**src/mps_tx_consts.svh**
```systemverilog
// Register offsets, field positions, codes and constants of the serial block.
`ifndef MPS_TX_CONSTS_SVH
`define MPS_TX_CONSTS_SVH
`define ADDR_TX_CONTROL 8'h00
`define ADDR_SYNC_FIRST 8'h04
`define ADDR_SYNC_SECOND 8'h08
`define ADDR_PRIMARY_STATUS 8'h0c
`define ADDR_MODE 8'h10
`define ADDR_COMMAND 8'h14
`define ADDR_TX_DATA 8'h18
`define ADDR_VECTOR 8'h1c
`define TC_RESET 8'h00
`define MODE_RESET 8'h00
`define MODE_STOP2 1
`define MODE_FMT_LO 2
`define MODE_RATE_LO 4
`define MODE_VECTORED 6
`define CMD_HUNT 0
`define CMD_RST_EXT 1
`define CMD_EOI 2
`define CMD_RST_IDLE 3
`define FMT_MONO 2'h0
`define FMT_BISYNC 2'h1
`define FMT_HDLC 2'h2
`define FMT_EXT 2'h3
`define HDLC_FLAG 8'h7e
`define CRC16_REV 16'ha001
`define CCITT_REV 16'h8408
`define CRC_INIT 16'h0000
`define HDLC_STUFF_ONES 3'h5
`define HDLC_ABORT_ONES 3'h7
`define ASYNC_CHAR_BITS 10'h00a
`define PIN_TXC 0
`define PIN_RXC 1
`define PIN_RXD 2
`define PIN_DCD 3
`define PIN_CTS 4
`define PIN_SYNC 5
`define PIN_PRI 6
`define PIN_ACK 7
`define RESP_OKAY 2'h0
`define RESP_DECERR 2'h3
`endif

```
**src/mps_tx_pkg.sv**
```systemverilog
// Types shared by the serial transmit and status block.
package mps_tx_pkg;
  typedef struct packed {
    logic dtr;
    logic [1:0] len;
    logic brk;
    logic tx_en;
    logic poly16;
    logic rts;
    logic crc_en;
  } tx_ctrl_s;
  typedef struct packed {
    logic brk_abort;
    logic idle_crc;
    logic cts;
    logic sync;
    logic dcd;
    logic tbe;
    logic int_pend;
    logic rx_avail;
  } status_s;
  typedef enum logic [1:0] {PH_OFF, PH_IDLE, PH_DATA, PH_CRC} tx_phase_e;
endpackage : mps_tx_pkg

```
**src/mps_tx_status.sv**
```systemverilog
// Transmit control, sync patterns and primary status of one serial channel.
//
// Our own choices: the AXI4-Lite slave port and the register addresses.
`timescale 1ns/100ps
`include "mps_tx_consts.svh"
// What this block does
// - CRC enable change takes effect at next buffer-to-shifter load.
// - Sync modes: request and ready bits drive active-low pins low.
// - Async: clearing request bit raises pin only when transmitter empty.
// - Polynomial bit picks CRC-16 when one, CCITT when zero.
// - After reset line marks; transmitter off until enable bit set.
// - Async disable finishes current character before marking.
// - Sync data disable sends current character; HDLC mark zero-inserted.
// - CRC-phase disable substitutes pattern bits; idle disable ends pattern.
// - Break bit forces line low at once; transmitter keeps running.
// - Length field: 00 short, 01 seven, 10 six, 11 eight bits.
// - Short characters encode their bit count in the upper pattern.
// - First sync byte: idle character, bisync low half, HDLC address.
// - Second sync byte: mono match, bisync high half; HDLC sends the fixed HDLC_FLAG, not this byte.
// - Receive-available flag follows characters waiting in receive buffer.
// - Channel A interrupt pending: set on poll or acknowledge, cleared EOI.
// - Transmit-buffer-empty set when buffer empty, except during CRC.
// - External status bits latch on change until reset command.
// - Carrier and clear-to-send status show inverted inputs.
// - Async/external: sync status is inverted sync input.
// - Character modes: sync status is one during hunt.
// - Idle latch set at reset and when CRC starts; HDLC write clears.
// - Break/abort from long low line or seven ones.
// - Enter-hunt command forces the receiver back into hunt.
module mps_tx_status #(
  parameter bit CHANNEL_A = 1'b1
) (
  // Clock and reset.
  input wire logic i_clk,
  input wire logic i_rst_n,
  // AXI4-Lite register port.
  input wire logic i_awvalid,
  input wire logic [7:0] i_awaddr,
  input wire logic i_wvalid,
  input wire logic [31:0] i_wdata,
  input wire logic [3:0] i_wstrb,
  input wire logic i_bready,
  input wire logic i_arvalid,
  input wire logic [7:0] i_araddr,
  input wire logic i_rready,
  output logic o_awready,
  output logic o_wready,
  output logic o_bvalid,
  output logic [1:0] o_bresp,
  output logic o_arready,
  output logic o_rvalid,
  output logic [31:0] o_rdata,
  output logic [1:0] o_rresp,
  // Serial line and modem pins.
  input wire logic i_txc,
  input wire logic i_rxc,
  input wire logic i_rxd,
  input wire logic i_dcd_n,
  input wire logic i_cts_n,
  input wire logic i_sync_n,
  output logic o_txd,
  output logic o_rts_n,
  output logic o_dtr_n,
  // Interrupt chain pins and receiver/interrupt logic on this clock.
  input wire logic i_priority_chain_in_n,
  input wire logic i_interrupt_ack_strobe_n,
  input wire logic i_int_request,
  input wire logic i_other_pending,
  input wire logic i_rx_char_avail,
  input wire logic i_sync_found,
  input wire logic [7:0] i_vector_readback,
  output logic o_ext_status_req,
  output logic o_rx_hunt
);
  import mps_tx_pkg::*;

  tx_ctrl_s tc_r;
  logic [7:0] sync1_r, sync2_r, mode_r, buf_r, pin_m_r, pin_r, pin_d_r;
  logic buf_full_r, crc_on_r, idle_r, hunt_r, armed_r, int_pend_r;
  logic mark_stuff_r, line_r, ack_cnt_r, brk_r;
  logic [4:0] ext_latch_r, ext_prev_r;
  tx_phase_e phase_r;
  logic [17:0] shift_r;
  logic [15:0] pat_sh_r, crc_r;
  logic [4:0] bits_r;
  logic [5:0] div_r;
  logic [2:0] ones_r, rx_ones_r;
  logic [9:0] low_cnt_r;

  // Decode and selection.
  wire wr_go = o_awready & i_awvalid & i_wvalid;
  wire rd_go = o_arready & i_arvalid;
  wire wr_b0 = wr_go & i_wstrb[0];
  wire [7:0] wd = i_wdata[7:0];
  wire wr_tc = wr_b0 & (i_awaddr == `ADDR_TX_CONTROL);
  wire wr_cmd = wr_b0 & (i_awaddr == `ADDR_COMMAND);
  wire wr_dat = wr_b0 & (i_awaddr == `ADDR_TX_DATA) & ~buf_full_r;
  wire cmd_hunt = wr_cmd & wd[`CMD_HUNT];
  wire cmd_ext = wr_cmd & wd[`CMD_RST_EXT];
  wire cmd_eoi = wr_cmd & wd[`CMD_EOI];
  wire cmd_idle = wr_cmd & wd[`CMD_RST_IDLE];
  wire [7:0] aw = i_awaddr;
  wire [7:0] ar = i_araddr;
  wire aw_ok = (aw[1:0] == 2'h0) && (aw <= `ADDR_VECTOR);
  wire ar_ok = (ar[1:0] == 2'h0) && (ar <= `ADDR_VECTOR);
  wire rd_vec = rd_go & (ar == `ADDR_VECTOR);
  wire mode_async = (mode_r[`MODE_STOP2:0] != 2'h0);
  wire [1:0] fmt = mode_r[`MODE_FMT_LO+1:`MODE_FMT_LO];
  wire hdlc = ~mode_async & (fmt == `FMT_HDLC);
  wire [1:0] rate = mode_r[`MODE_RATE_LO+1:`MODE_RATE_LO];
  wire [6:0] factor = (rate == 2'h0) ? 7'h01 : (7'h08 << rate);
  wire txc_fall = pin_d_r[`PIN_TXC] & ~pin_r[`PIN_TXC];
  wire rxc_rise = ~pin_d_r[`PIN_RXC] & pin_r[`PIN_RXC];
  wire ack_lead = pin_d_r[`PIN_ACK] & ~pin_r[`PIN_ACK];
  wire tick = txc_fall & ({1'b0, div_r} == factor - 7'h01);
  wire [15:0] poly = tc_r.poly16 ? `CRC16_REV : `CCITT_REV;
  wire subst = (phase_r == PH_CRC) & ~tc_r.tx_en;
  wire cur_bit = (bits_r == 5'h0) ? 1'b1 : subst ? pat_sh_r[0] : shift_r[0];
  wire stuff_ph = (phase_r == PH_DATA) | (phase_r == PH_CRC);
  wire stuff_zone = hdlc & ((stuff_ph & bits_r != 5'h0) | mark_stuff_r);
  wire stuff = stuff_zone & (ones_r == `HDLC_STUFF_ONES);
  wire crc_step = (phase_r == PH_DATA) & crc_on_r & (bits_r != 5'h0);
  wire [15:0] crc_sh = {1'b0, crc_r[15:1]};
  wire [15:0] crc_upd = crc_sh ^ ((crc_r[0] ^ cur_bit) ? poly : 16'h0);
  wire boundary = tick & ~stuff & (bits_r <= 5'h1);
  wire all_empty = ~buf_full_r & (bits_r == 5'h0);
  // idle pattern per sync format.
  wire bisync = (fmt == `FMT_BISYNC);
  wire [15:0] pat = bisync ? {sync2_r, sync1_r} :
                    (fmt == `FMT_HDLC) ? {2{`HDLC_FLAG}} : {2{sync1_r}};
  wire [4:0] pat_bits = bisync ? 5'h10 : 5'h08;
  wire [3:0] nbits = char_bits(tc_r.len, buf_r);
  wire [7:0] dmask = 8'hff >> (4'h8 - nbits);
  wire [17:0] async_chr = {9'h1ff, buf_r | ~dmask, 1'b0}; // Ones above n stop.
  wire [4:0] stop_bits = mode_r[`MODE_STOP2] ? 5'h2 : 5'h1;
  wire load_dat = boundary & tc_r.tx_en & buf_full_r;
  wire load_crc = boundary & ~load_dat & ~mode_async & tc_r.tx_en &
                  (phase_r == PH_DATA) & crc_on_r & ~idle_r;
  wire sync_live = mode_async | (fmt == `FMT_EXT) ?
                   ~pin_r[`PIN_SYNC] : hunt_r;
  wire [4:0] ext_live = {brk_r, idle_r, ~pin_r[`PIN_CTS], sync_live,
                         ~pin_r[`PIN_DCD]};
  wire [4:0] ext_diff = ext_live ^ ext_prev_r;
  // The idle latch interrupts only on being set.
  wire ext_change = (ext_diff[4] | ext_diff[2] | ext_diff[1] | ext_diff[0]) |
                    (ext_diff[3] & ext_live[3]);
  status_s st;
  assign st = '{brk_abort: ext_latch_r[4], idle_crc: ext_latch_r[3],
                cts: ext_latch_r[2], sync: ext_latch_r[1],
                dcd: ext_latch_r[0],
                tbe: ~buf_full_r & (phase_r != PH_CRC),
                int_pend: int_pend_r & CHANNEL_A,
                rx_avail: i_rx_char_avail};
  wire [7:0] rd_mux =
    (ar == `ADDR_PRIMARY_STATUS) ? st :
    (ar == `ADDR_MODE) ? mode_r :
    (ar == `ADDR_VECTOR) ? i_vector_readback : 8'h00;

  // Length 00 reads n from the pattern of fill bits above the data.
  function automatic logic [3:0] char_bits(input logic [1:0] len,
                                           input logic [7:0] d);
    logic [3:0] n;
    n = 4'h5;
    case (len)
      2'h1: n = 4'h7;
      2'h2: n = 4'h6;
      2'h3: n = 4'h8;
      default: begin
        if (d[7:1] == 7'h78) n = 4'h1;
        else if (d[7:2] == 6'h38) n = 4'h2;
        else if (d[7:3] == 5'h18) n = 4'h3;
        else if (d[7:4] == 4'h8) n = 4'h4;
      end
    endcase
    return n;
  endfunction : char_bits

  // Pins cross into this clock through two flip-flops.
  always_ff @(posedge i_clk) begin
    pin_m_r <= {i_interrupt_ack_strobe_n, i_priority_chain_in_n, i_sync_n,
                i_cts_n, i_dcd_n, i_rxd, i_rxc, i_txc};
    pin_r <= pin_m_r;
    pin_d_r <= pin_r;
  end

  // Register bus slave: write and read channels.
  always_ff @(posedge i_clk) begin
    if (!i_rst_n) begin
      o_awready <= 1'b0;
      o_wready <= 1'b0;
      o_bvalid <= 1'b0;
      o_bresp <= `RESP_OKAY;
      o_arready <= 1'b0;
      o_rvalid <= 1'b0;
      o_rdata <= 32'h0;
      o_rresp <= `RESP_OKAY;
    end else begin
      o_awready <= i_awvalid & i_wvalid & ~o_awready & ~o_bvalid;
      o_wready <= i_awvalid & i_wvalid & ~o_awready & ~o_bvalid;
      if (wr_go) begin
        o_bvalid <= 1'b1;
        o_bresp <= aw_ok ? `RESP_OKAY : `RESP_DECERR;
      end else if (i_bready) begin
        o_bvalid <= 1'b0;
      end
      o_arready <= i_arvalid & ~o_arready & ~o_rvalid;
      if (rd_go) begin
        o_rvalid <= 1'b1;
        o_rdata <= {24'h0, rd_mux};
        o_rresp <= ar_ok ? `RESP_OKAY : `RESP_DECERR;
      end else if (i_rready) begin
        o_rvalid <= 1'b0;
      end
    end
  end

  // Software-written registers and the transmit buffer.
  always_ff @(posedge i_clk) begin
    if (!i_rst_n) begin
      tc_r <= `TC_RESET;
      mode_r <= `MODE_RESET;
      sync1_r <= 8'h00;
      sync2_r <= 8'h00;
      buf_r <= 8'h00;
      buf_full_r <= 1'b0;
    end else begin
      if (wr_tc) tc_r <= wd;
      if (wr_b0 && aw == `ADDR_MODE) mode_r <= wd;
      if (wr_b0 && aw == `ADDR_SYNC_FIRST) sync1_r <= wd;
      if (wr_b0 && aw == `ADDR_SYNC_SECOND) sync2_r <= wd;
      if (wr_dat) buf_r <= wd;
      if (wr_dat) buf_full_r <= 1'b1;
      else if (load_dat) buf_full_r <= 1'b0;
    end
  end

  // Transmitter: bit ticks, shifting, stuffing and character boundaries.
  always_ff @(posedge i_clk) begin
    if (!i_rst_n) begin
      div_r <= 6'h0;
      phase_r <= PH_OFF;
      shift_r <= 18'h0;
      pat_sh_r <= 16'h0;
      bits_r <= 5'h0;
      crc_r <= `CRC_INIT;
      crc_on_r <= 1'b0;
      ones_r <= 3'h0;
      mark_stuff_r <= 1'b0;
      line_r <= 1'b1;
    end else begin
      if (txc_fall) div_r <= tick ? 6'h0 : div_r + 6'h01;
      if (tc_r.tx_en) mark_stuff_r <= 1'b0;
      if (tick && stuff) begin
        line_r <= 1'b0;
        ones_r <= 3'h0;
      end else if (tick) begin
        line_r <= cur_bit;
        ones_r <= (stuff_zone && cur_bit) ? ones_r + 3'h1 : 3'h0;
        shift_r <= {1'b0, shift_r[17:1]};
        pat_sh_r <= {1'b0, pat_sh_r[15:1]};
        if (bits_r != 5'h0) bits_r <= bits_r - 5'h1;
        if (crc_step) crc_r <= crc_upd;
      end
      if (load_dat && mode_async) begin
        shift_r <= async_chr;
        bits_r <= 5'(nbits) + 5'h1 + stop_bits;
        phase_r <= PH_DATA;
      end else if (load_dat) begin
        shift_r <= {10'h0, buf_r};
        bits_r <= 5'(nbits);
        phase_r <= PH_DATA;
        crc_on_r <= tc_r.crc_en;
        if (phase_r != PH_DATA) crc_r <= `CRC_INIT;
      end else if (load_crc) begin
        shift_r <= {2'h0, crc_step ? crc_upd : crc_r};
        pat_sh_r <= pat;
        bits_r <= 5'h10;
        phase_r <= PH_CRC;
      end else if (boundary && tc_r.tx_en && !mode_async) begin
        shift_r <= {2'h0, pat};
        bits_r <= pat_bits;
        phase_r <= PH_IDLE;
      end else if (boundary) begin
        bits_r <= 5'h0;
        phase_r <= PH_OFF;
        if (hdlc && phase_r == PH_DATA) mark_stuff_r <= 1'b1;
      end
    end
  end

  // Modem outputs, line output with break override, idle latch.
  always_ff @(posedge i_clk) begin
    if (!i_rst_n) begin
      o_txd <= 1'b1;
      o_rts_n <= 1'b1;
      o_dtr_n <= 1'b1;
      idle_r <= 1'b1;
    end else begin
      o_txd <= tc_r.brk ? 1'b0 : line_r;
      o_dtr_n <= ~tc_r.dtr;
      if (!mode_async || tc_r.rts) o_rts_n <= ~tc_r.rts;
      else if (all_empty) o_rts_n <= 1'b1;
      if (load_crc) idle_r <= 1'b1;
      else if (cmd_idle || (wr_dat && hdlc)) idle_r <= 1'b0;
    end
  end

  // Receive-side status: hunt, break and abort detection.
  always_ff @(posedge i_clk) begin
    if (!i_rst_n) begin
      hunt_r <= 1'b1;
      brk_r <= 1'b0;
      low_cnt_r <= 10'h0;
      rx_ones_r <= 3'h0;
    end else begin
      if (cmd_hunt) hunt_r <= 1'b1;
      else if (!mode_async && fmt == `FMT_EXT && !pin_r[`PIN_SYNC])
        hunt_r <= 1'b0;
      else if (i_sync_found) hunt_r <= 1'b0;
      if (mode_async) begin
        if (pin_r[`PIN_RXD]) low_cnt_r <= 10'h0;
        else if (rxc_rise && !brk_r) low_cnt_r <= low_cnt_r + 10'h1;
        if (pin_r[`PIN_RXD]) brk_r <= 1'b0;
        else if (low_cnt_r > `ASYNC_CHAR_BITS * 10'(factor)) brk_r <= 1'b1;
      end else if (hdlc && rxc_rise) begin
        if (!pin_r[`PIN_RXD]) rx_ones_r <= 3'h0;
        else if (rx_ones_r != `HDLC_ABORT_ONES) rx_ones_r <= rx_ones_r + 3'h1;
        brk_r <= pin_r[`PIN_RXD] && rx_ones_r >= 3'h6;
      end else if (!hdlc) begin
        brk_r <= 1'b0;
      end
    end
  end

  // External status latching and interrupt pending.
  always_ff @(posedge i_clk) begin
    if (!i_rst_n) begin
      ext_prev_r <= 5'h0;
      ext_latch_r <= 5'h0;
      armed_r <= 1'b1;
      o_ext_status_req <= 1'b0;
      int_pend_r <= 1'b0;
      ack_cnt_r <= 1'b0;
      o_rx_hunt <= 1'b1;
    end else begin
      o_rx_hunt <= hunt_r;
      ext_prev_r <= ext_live;
      if (ext_change && (armed_r || cmd_ext)) begin
        ext_latch_r <= ext_live;
        armed_r <= 1'b0;
        o_ext_status_req <= 1'b1;
      end else if (cmd_ext) begin
        ext_latch_r <= ext_live;
        armed_r <= 1'b1;
        o_ext_status_req <= 1'b0;
      end else if (armed_r) begin
        ext_latch_r <= ext_live;
      end
      if (ack_lead) ack_cnt_r <= ~ack_cnt_r;
      // A poll or acknowledge that sets the bit wins over end of interrupt.
      if (!mode_r[`MODE_VECTORED] && rd_vec && !pin_r[`PIN_PRI] &&
          i_int_request) int_pend_r <= 1'b1;
      else if (mode_r[`MODE_VECTORED] && ack_lead && ack_cnt_r &&
               !pin_r[`PIN_PRI] && i_int_request) int_pend_r <= 1'b1;
      else if (cmd_eoi && !i_other_pending) int_pend_r <= 1'b0;
    end
  end

  chk_break_low: assert property (@(posedge i_clk) disable iff (!i_rst_n)
    tc_r.brk |=> !o_txd) else $error("break did not hold line low");
  chk_dtr_pin: assert property (@(posedge i_clk) disable iff (!i_rst_n)
    ##1 o_dtr_n == !$past(tc_r.dtr)) else $error("dtr pin wrong");
  chk_rts_sync: assert property (@(posedge i_clk) disable iff (!i_rst_n)
    !mode_async && tc_r.rts |=> !o_rts_n) else $error("rts pin wrong");
  chk_rts_async_wait: assert property (@(posedge i_clk) disable iff (!i_rst_n)
    mode_async && !tc_r.rts && !o_rts_n && !all_empty |=> !o_rts_n)
    else $error("rts rose early");
  chk_tbe_crc: assert property (@(posedge i_clk) disable iff (!i_rst_n)
    phase_r == PH_CRC |-> !st.tbe) else $error("tbe set in crc");
  chk_idle_after_rst: assert property (@(posedge i_clk) disable iff (!i_rst_n)
    $rose(i_rst_n) |-> idle_r && st.tbe) else $error("reset state");
  chk_crc_sets_idle: assert property (@(posedge i_clk) disable iff (!i_rst_n)
    load_crc |=> idle_r && phase_r == PH_CRC && bits_r == 5'h10)
    else $error("crc start wrong");
  chk_stuff_zero: assert property (@(posedge i_clk) disable iff (!i_rst_n)
    tick && stuff |=> !line_r ##1 ones_r == 3'h0) else $error("no stuff");
  chk_ext_frozen: assert property (@(posedge i_clk) disable iff (!i_rst_n)
    !armed_r && !cmd_ext |=> $stable(ext_latch_r))
    else $error("latch moved");
  chk_hunt_cmd: assert property (@(posedge i_clk) disable iff (!i_rst_n)
    cmd_hunt |=> hunt_r ##1 o_rx_hunt) else $error("hunt not entered");
  chk_len_eight: assert property (@(posedge i_clk) disable iff (!i_rst_n)
    load_dat && !mode_async && tc_r.len == 2'h3 |=> bits_r == 5'h8)
    else $error("length wrong");
  chk_async_finish: assert property (@(posedge i_clk) disable iff (!i_rst_n)
    mode_async && !tc_r.tx_en && bits_r > 5'h1 && !tick |=> $stable(bits_r))
    else $error("char cut short");
  cov_crc_sent: cover property (@(posedge i_clk) disable iff (!i_rst_n)
    load_crc);
  cov_break: cover property (@(posedge i_clk) disable iff (!i_rst_n)
    $rose(brk_r));
  cov_async_char: cover property (@(posedge i_clk) disable iff (!i_rst_n)
    load_dat && mode_async);
endmodule : mps_tx_status

```
**config.mk**
```make
export PLATFORM = sky130hd
export DESIGN_NAME = mps_tx_status
export DESIGN_NICKNAME = d
export VERILOG_FILES = /design/src/mps_tx_pkg.sv /design/src/mps_tx_status.sv
export VERILOG_INCLUDE_DIRS = /design/src
export SDC_FILE = /design/constraint.sdc
export NUM_CORES = 1
export LEC_CHECK = 0
export BUFFER_PORTS_ARGS = -buffer_cell sky130_fd_sc_hd__buf_2
export CAP_MARGIN = 10
export CORE_ASPECT_RATIO = 1.25
export CORE_MARGIN = 2
export CORE_UTILIZATION = 50
export CTS_BUF_LIST = sky130_fd_sc_hd__clkbuf_8
export CTS_CLUSTER_DIAMETER = 50
export DETAILED_ROUTE_END_ITERATION = 16
export GPL_TIMING_DRIVEN = 0
export PLACE_DENSITY = 0.69
export SETUP_SLACK_MARGIN = 0.05
export SKIP_LAST_GASP = 1
export SLEW_MARGIN = 5
export SYNTH_ARGS = -nofsm -noshare
export SYNTH_HDL_FRONTEND = slang
export SYNTH_SLANG_ARGS = --single-unit
```
**constraint.sdc**
```tcl
create_clock -name i_clk -period 4.6 [get_ports i_clk]
set_input_delay 0.92 -clock i_clk [delete_from_list [all_inputs] [get_ports i_clk]]
set_output_delay 0.92 -clock i_clk [all_outputs]
set_load 0.05 [all_outputs]
```
==> results.cfg, run 1 <==
[worst_setup_path]
critPathMaxFanout = 10
critical_path_class = register to register
critPathRequiredTime_ps = 4970
worstPathArrival_ps = 3530
cp-end-kind = register
startpoint_type = register

[synth]
async_reset_ff_frac = 0
ys_seq_area_frac = 0.391
syn_area_per_cell_um2 = 8.48
yosysTopAreaCellShare = 0.391
netlist_area_mm2 = 0.00906
syn_inst = 1069
yosysWarnings = 0
synth_flop_cell = dfxtp_1
ys_types = 88
synth-seq-cells = 177
synth_edf_count = 0
synth_area_leader_cell = dfxtp_1
yosys-top-cells-area = dfxtp_1 39%, nand2_1 6.2%, mux2i_1 5.0%

[power_and_ir_drop]
power.switching_mw = 1.04
p_seq_frac = 0.502
p_leak_nw = 4.11
internal_power_mw = 2.15
p_clk_frac = 0.377
ir_drop_mv = 0.221
pwr-share-comb = 0.121
finalPower_mw = 3.19
power_density_mw_per_mm2 = 311
swShare = 0.325

[floorplan]
die_w_um = 124
core_area_mm2 = 0.0180
initial_core_util = 0.504
io_pins = 125
die_h_um = 155
dieArea_mm2 = 0.0192
rows = 55

[sta]
slew_violations = 0
rsz0062_at_grt = false
period_minus_slack_ps = 3160
worst_slack_ps = 1440
hold_viol_final = 0
worst_slew_pin_slew_ps = 1190
max_freq_ghz = 0.317
fin_crit_sh = 0.686
setup_violations = 0
skew_ps = 19.7
slew_headroom = 0.197
setup_tns_ps = 0

[placement]
place.gp.congestion = 0.964
place_ws_ps = 1250
dpl.hpwl_mm = 20.3
placed_area_mm2 = 0.00979
numPortBuffers = 71
dp_cells = 1391

[global_routing]
grt_pass1_wl_mm = 41.6
grt_overflow = 0
antenna_found_initial = 0
grt_max_degree = 24
met2_usage = 0.479
gr-max-usage-layer = met2
track_usage = 0.275
use_met3 = 0.0450
use_met1 = 0.332
grt_pass1_vias = 7691

[clock_network]
cts_buffer_depth = 2
cts_hold_buf = 0
htree_levels = 4
insertion_delay_ps = 490
cts.sinks = 177
cts_made_buffers = 17
post_cts_resized = 0
cts_tree = done
clkTransAtPathRegs_ps = 120
cts-root-buf = clkbuf_8
postCtsSetupBuffers = 0

[drt]
drt-pass1-iter-count = 5
drc = 0
vias = 8202
drtAntennaViolNets = 0
drtIter0Drc = 506
totalWireLength_mm = 26.6
avgViaCountPerCell = 5.76
wire_per_inst_um = 18.7

[final_layout]
antenna_cells = 0
drive_gt1_frac = 0.155
fillers = 1689
final_cell_count_no_fill = 1423
fin_area_mm2 = 0.0103
multi_input_area_mm2 = 0.00499
seq_area_mm2 = 0.00354
area_growth_pct = 13.2
final_nets = 1287

[run_status]
status = finished, final reports clean

[min_path]
hold_path_class = register to register

[flow_run]
maxCapViolations = 0
[through the flow]
| step | utilization | hold WS [ps] |
|---|---|---|
| finish | 0.571 | 338 |
| global route | 0.571 | 345 |
| CTS | 0.571 | 340 |
| detailed placement | 0.545 | 313 |
| global placement | 0.545 | 311 |
| floorplan | - | 310 |
[flip-flops by register name, indices dropped and copies added, names as in the netlist, 6 cells and up]
signal	cells
sync1_r	8
buf_r	8
crc_r	16
pin_m_r	8
pin_r	8
pat_sh_r	16
o_rdata	8
sync2_r	8
low_cnt_r	10
tc_r	8
div_r	6
shift_r	18
mode_r	8
[worst max-delay path, cell delays in order (launching register included)]
cell and delay (ps):
dfxtp_1 470, inv_1 70, ha_1 210, clkbuf_1 210
inv_1 120, nor2_1 60, a22o_1 220, inv_1 150
ha_1 300, nor2b_1 250, a21oi_1 90, o31ai_1 190
a31oi_1 120, o31ai_1 430, a31oi_1 140
[cell usage in the layout, fill, tap and decap left out, types with 9 or more instances in the layout]
cell type | synthesis | routed
xnor2_1 | 17 | 17
buf_2 | 12 | 83
a31oi_1 | 13 | 13
nor3_1 | 17 | 17
nor2_1 | 89 | 89
xor2_1 | 14 | 14
clkbuf_1 | 41 | 41
nand2_1 | 149 | 149
inv_1 | 29 | 29
dfxtp_1 | 177 | 177
o21ai_0 | 36 | 36
a211oi_1 | 22 | 22
buf_4 | 30 | 30
or3_1 | 9 | 9
clkbuf_8 | 0 | 17
nand2b_1 | 13 | 13
a21oi_1 | 82 | 82
nand3_1 | 43 | 43
ha_1 | 25 | 25
nand4_1 | 12 | 12
conb_1 | 1 | 24
mux2i_1 | 45 | 45
a221oi_1 | 11 | 11
nor2b_1 | 17 | 17
[power groups by stage]
stage               registers (mW)  logic [mW]  clock network [mW]
floorplan                     1.65       0.252                   0
global route                  1.61       0.416                1.28
CTS                           1.60       0.384                1.22
finish                        1.60       0.387                1.20
detailed placement            1.63       0.383                   0
global placement              1.63       0.382                   0
[cells by family after synthesis]
kind of cell,count (synthesis),synth area share
AOI/OAI and AO/OA,258,0.201
DFF,177,0.391
adders and majority gates,26,0.0367
muxes,50,0.0562
xor gates and xnor gates,31,0.0300
other,1,0.000414
and+or+nand+nor,405,0.217
buffers and inverters,121,0.0675
[cell usage after synthesis (4+ instances only)]
library cell,number
o211a_1,4
nand4_1,12
clkbuf_1,41
nor2b_1,17
o2111ai_1,7
o31ai_1,5
xor2_1,14
and3_1,7
a221oi_2,4
o311a_1,5
or2_2,4
dfxtp_1,177
nor3_1,17
or3_1,9
nor2_1,89
nand3b_1,4
xnor2_1,17
mux2i_1,45
nand2b_1,13
o211ai_1,5
buf_6,4
nor3b_1,4
buf_4,30
nand3_1,43
a21oi_1,82
a211oi_1,22
o21ai_0,36
a22oi_1,7
a21o_1,5
o221a_1,5
a31oi_1,13
and2_1,5
ha_1,25
buf_2,12
a221oi_1,11
mux2_2,4
nand2_1,149
nor4_1,6
buf_1,5
a211o_1,5
inv_1,29
o22ai_1,5
[per-layer routing]
metal,share of wire,wire length (um)
met4,0.045,1190
met1,0.41,11000
met3,0.055,1450
met2,0.49,13000
met5,0,0
[final timing paths]
path,from,to,slack [ps],cells after the start
worst min register to register,pin_m_r[0],pin_r[0],340,0
worst max-delay path,tc_r[5],shift_r[6],1440,14
worst max register to register,tc_r[5],shift_r[6],1440,14
worst min-delay path,pin_m_r[0],pin_r[0],340,0
[cell type report]
cell class              count  area share
repair buffers             71      0.0347
clock buffers              17      0.0228
clock inverters            15      0.0227
flip-flops and latches    177       0.346
plain buffers              92      0.0491
inverters                  29      0.0106
well taps                 228      0.0278
multi-input cells         794       0.487
(Power assumes the default switching activity.)
==> run 2, diff against run 1 <==
==> constraint.sdc (replaced) <==
create_clock -name i_clk -period 3.25 [get_ports i_clk]
set_input_delay 0.65 -clock i_clk [delete_from_list [all_inputs] [get_ports i_clk]]
set_output_delay 0.65 -clock i_clk [all_outputs]
set_load 0.05 [all_outputs]
==> results.cfg, run 2 (synthesis gave the netlist of run 1 again) <==
[drt]
drtAntennaViolNets = 0
vias = 8162
avgViaCountPerCell = 5.74
drc = 0
drtIter0Drc = 557
wire_per_inst_um = 18.7
totalWireLength_mm = 26.6
drt-pass1-iter-count = 5

[clock_network]
cts.sinks = 177
cts_tree = done
clkTransAtPathRegs_ps = 120
post_cts_resized = 0
htree_levels = 4
cts_made_buffers = 17
cts-root-buf = clkbuf_8
cts_hold_buf = 0
postCtsSetupBuffers = 0
cts_buffer_depth = 2
insertion_delay_ps = 490

[worst_setup_path]
critical_path_class = register to register
cp-end-kind = register
critPathRequiredTime_ps = 3680
worstPathArrival_ps = 3420
startpoint_type = register
critPathMaxFanout = 10

[final_layout]
final_nets = 1287
top_regs = shift_r x18, crc_r x16, pat_sh_r x16
final_cell_mix = 177 x dfxtp_1, 149 x nand2_1, 89 x nor2_1
drive_gt1_frac = 0.159
area_growth_pct = 13.4
largest_reg_flops = 18
fillers = 1685
layout_commonest_cell = dfxtp_1
regMostFlops = shift_r
antenna_cells = 0

[floorplan]
die_h_um = 155
die_w_um = 124
core_area_mm2 = 0.0180
rows = 55
dieArea_mm2 = 0.0192
initial_core_util = 0.504
io_pins = 125

[power_and_ir_drop]
power.switching_mw = 1.46
p_seq_frac = 0.502
p_clk_frac = 0.377
power_density_mw_per_mm2 = 439
ir_drop_mv = 0.312
pwr-share-comb = 0.121
finalPower_mw = 4.51
swShare = 0.324
p_leak_nw = 4.12
internal_power_mw = 3.05

[sta]
skew_ps = 18.8
worst_slew_pin_slew_ps = 1190
slew_headroom = 0.196
max_freq_ghz = 0.334
rsz0062_at_grt = false
fin_crit_sh = 0.921
setup_violations = 0
setup_tns_ps = 0
period_minus_slack_ps = 2990
slew_violations = 0
hold_viol_final = 0

[placement]
numPortBuffers = 71
place.gp.congestion = 0.964
dpl.hpwl_mm = 20.3

[global_routing]
track_usage = 0.275
grt_overflow = 0
grt_max_degree = 24
grt_pass1_wl_mm = 41.6
grt_pass1_vias = 7691
antenna_found_initial = 0

[flow_run]
maxCapViolations = 0

[run_status]
status = finished, final reports clean

[min_path]
hold_path_class = input pin to register
[run 2: cell counts in the layout (fill, tap and decap cells not counted)]
Identical to the previous run, type by type.
[run 2: layout make-up]
| type | instances | area (um^2) | area share |
|---|---|---|---|
| buffer | 92 | 504 | 0.0491 |
| clock buffer | 17 | 234 | 0.0228 |
| clock inverter | 15 | 233 | 0.0227 |
| inverter | 29 | 109 | 0.0106 |
| multi-input combinational | 794 | 5010 | 0.488 |
| sequential | 177 | 3540 | 0.345 |
| tap | 228 | 285 | 0.0278 |
| timing repair buffer | 71 | 355 | 0.0346 |
[run 2: metal layers]
| layer | vias to the layer above | track usage | share of wire |
|---|---|---|---|
| met2 | 265 | 0.479 | 0.49 |
| met3 | 71 | 0.0450 | 0.051 |
| li1 | 4010 | - | - |
| met5 | - | 0 | 0 |
| met1 | 3816 | 0.332 | 0.42 |
| met4 | 0 | 0.132 | 0.046 |
[run 2: path summary, 6_finish.rpt]
kind | start | slack [ps] | endpoint | cells after the start
max reg2reg | mode_r[1] | 260 | shift_r[10] | 8
min reg2reg | pin_m_r[0] | 340 | pin_r[0] | 0
max | mode_r[1] | 260 | shift_r[10] | 8
min | i_rxc | 250 | pin_m_r[1] | 1
[run 2: metrics by stage]
stage	utilization	instance area (um^2)	cells	worst slack [ps]	hold WS, ps
final	0.572	10300	1423	258	249
after global routing	0.572	10300	1423	52.8	228
after CTS	0.571	10300	1423	141	232
after global placement	0.545	9790	1391	186	311
after detailed placement	0.545	9790	1391	142	313
after floorplan	-	9150	1092	657	310
[run 2: critical path, cell delays in order, from the launching register on]
cell and delay [ps]:
dfxtp_1 490, or3b_1 540, nor3_4 420, nand4_1 330
nand2b_1 290, buf_2 190, buf_2 200, a211oi_1 240
o221a_1 220
[run 2: power by group through the flow]
| stage | Combinational [mW] | Sequential [mW] | Clock [mW] |
|---|---|---|---|
| floorplan | 0.357 | 2.34 | 0 |
| detailed placement | 0.541 | 2.31 | 0 |
| finish | 0.548 | 2.26 | 1.70 |
| CTS | 0.544 | 2.26 | 1.72 |
| global route | 0.589 | 2.27 | 1.81 |
| global placement | 0.540 | 2.31 | 0 |
==> run 3, diff against run 2 <==
--- a/config.mk
+++ b/config.mk
@@ -8,7 +8,7 @@
 export LEC_CHECK = 0
 export BUFFER_PORTS_ARGS = -buffer_cell sky130_fd_sc_hd__buf_2
 export CAP_MARGIN = 10
-export CORE_ASPECT_RATIO = 1.25
+export CORE_ASPECT_RATIO = 1.75
 export CORE_MARGIN = 2
 export CORE_UTILIZATION = 50
 export CTS_BUF_LIST = sky130_fd_sc_hd__clkbuf_8
==> results.cfg, run 3 (synthesis gave the netlist of run 1 again) <==
[run_status]
status = finished, final reports clean

[worst_setup_path]
slowest_stage = nor2_1
slowest_delay_ps = 840
crit_path_frequent_cell = nand2_1
r2r_cells = 7
r2r_slack_ps = 140
worstPathArrival_ps = 3520
critPathRequiredTime_ps = 3660
cp-end-kind = register
critPathMaxFanout = 10
critical_path_class = register to register
r2r-start = buf_full_r
worstPathCellList = clkbuf_1 > nand2_1 > nor3_2 > nand2_1 > nor2_1 > o21ai_0 > a31oi_1
startpoint_type = register
r2r_end = shift_r[5]

[final_layout]
multi_input_area_mm2 = 0.00504
drive_gt1_frac = 0.162
seq_area_mm2 = 0.00355
fin_area_mm2 = 0.0103
fillers = 1695
final_nets = 1287
largest_reg_flops = 18
layout_commonest_cell = dfxtp_1
final_cell_mix = 175 x dfxtp_1, 149 x nand2_1, 89 x nor2_1
final_util = 0.574
antenna_cells = 0
area_growth_pct = 13.5
regMostFlops = shift_r
final_cell_count_no_fill = 1428
top_regs = shift_r x18, crc_r x16, pat_sh_r x16

[clock_network]
post_cts_resized = 0
cts_tree = done
htree_levels = 4
cts.sinks = 177
clkTransAtPathRegs_ps = 100
postCtsSetupBuffers = 0
cts_buffer_depth = 2
cts_hold_buf = 0
insertion_delay_ps = 490
cts_made_buffers = 17
cts-root-buf = clkbuf_8

[drt]
totalWireLength_mm = 28.0
wire_per_inst_um = 19.6
drtIter0Drc = 394
vias = 8339
drt-pass1-iter-count = 5
drc = 0
drtAntennaViolNets = 0
avgViaCountPerCell = 5.84

[global_routing]
grt_overflow = 0
antenna_found_initial = 0
use_met1 = 0.295
track_usage = 0.293
gr-max-usage-layer = met2
use_met3 = 0.0568
met2_usage = 0.541
grt_max_degree = 17
grt_pass1_wl_mm = 43.3
grt_pass1_vias = 8062

[min_path]
hold_path_class = input pin to register
hold_end = pin_m_r[3]
min_from = i_dcd_n
worstHoldPathCells = 1

[sta]
worst_slew_pin_slew_ps = 1200
slew_violations = 0
slew_headroom = 0.188
hold_viol_final = 0
fin_crit_sh = 0.956
period_minus_slack_ps = 3110
worst_slack_ps = 142
hold_ws_ps = 264
setup_violations = 0
max_freq_ghz = 0.322
rsz0062_at_grt = false
setup_tns_ps = 0
skew_ps = 19.0

[placement]
numPortBuffers = 71
dpl.hpwl_mm = 21.3
place.gp.congestion = 0.993
placed_area_mm2 = 0.00979
dp_cells = 1397
place_ws_ps = 105

[floorplan]
io_pins = 125
die_h_um = 182
initial_core_util = 0.506
rows = 65
die_w_um = 106
core_area_mm2 = 0.0179
dieArea_mm2 = 0.0193

[power_and_ir_drop]
ir_drop_mv = 0.463
p_leak_nw = 4.11
finalPower_mw = 4.52
power_density_mw_per_mm2 = 440

[flow_run]
maxCapViolations = 0
-- run 3: changes by cell type in the layout (fill, tap and decap cells not counted), moves of 2 or more --
cell,delta
clkinv_8,-6
clkinvlp_4,+2
inv_6,+2
inv_12,-2
inv_8,-2
bufinv_16,+4
dfxtp_2,+2
inv_16,-3
inv_1,+2
dfxtp_1,-2
-- run 3: power breakdown --
part           switching [mW]  leakage (nW)  total, mW  internal, mW
combinational           0.377          2.45      0.557         0.180
sequential             0.0383          1.44       2.26          2.22
clock                   0.844         0.220       1.70         0.859
-- run 3: layer usage --
layer	part of all wire	vias up
met5	0	-
met1	0.35	3882
met2	0.53	332
met4	0.063	0
met3	0.057	111
li1	-	4014
-- run 3: final cells by class --
cell class | count | area share
plain buffers | 92 | 0.0491
clock buffers | 18 | 0.0241
clock inverters | 13 | 0.0180
inverters | 29 | 0.0106
multi-input cells | 794 | 0.490
flip-flops and latches | 177 | 0.345
well taps | 234 | 0.0285
repair buffers | 71 | 0.0346
-- run 3: worst max-delay path: cells and delay by family (launching register included) --
kind                   cells  cell delay, ps
DFF                        1             320
and+or+nand+nor            4            1750
AOI/OAI and AO/OA          2             560
buffers and inverters      1             410
-- run 3: worst max-delay path by stage --
stage,to,cells past startpoint,slack [ps],start
after global placement,shift_r[7],14,150,tc_r[5]
after CTS,shift_r[6],14,90,tc_r[6]
after floorplan,shift_r[4],13,660,tc_r[5]
after global routing,shift_r[5],14,50,tc_r[6]
after detailed placement,shift_r[6],14,100,tc_r[6]
final,shift_r[5],7,140,buf_full_r
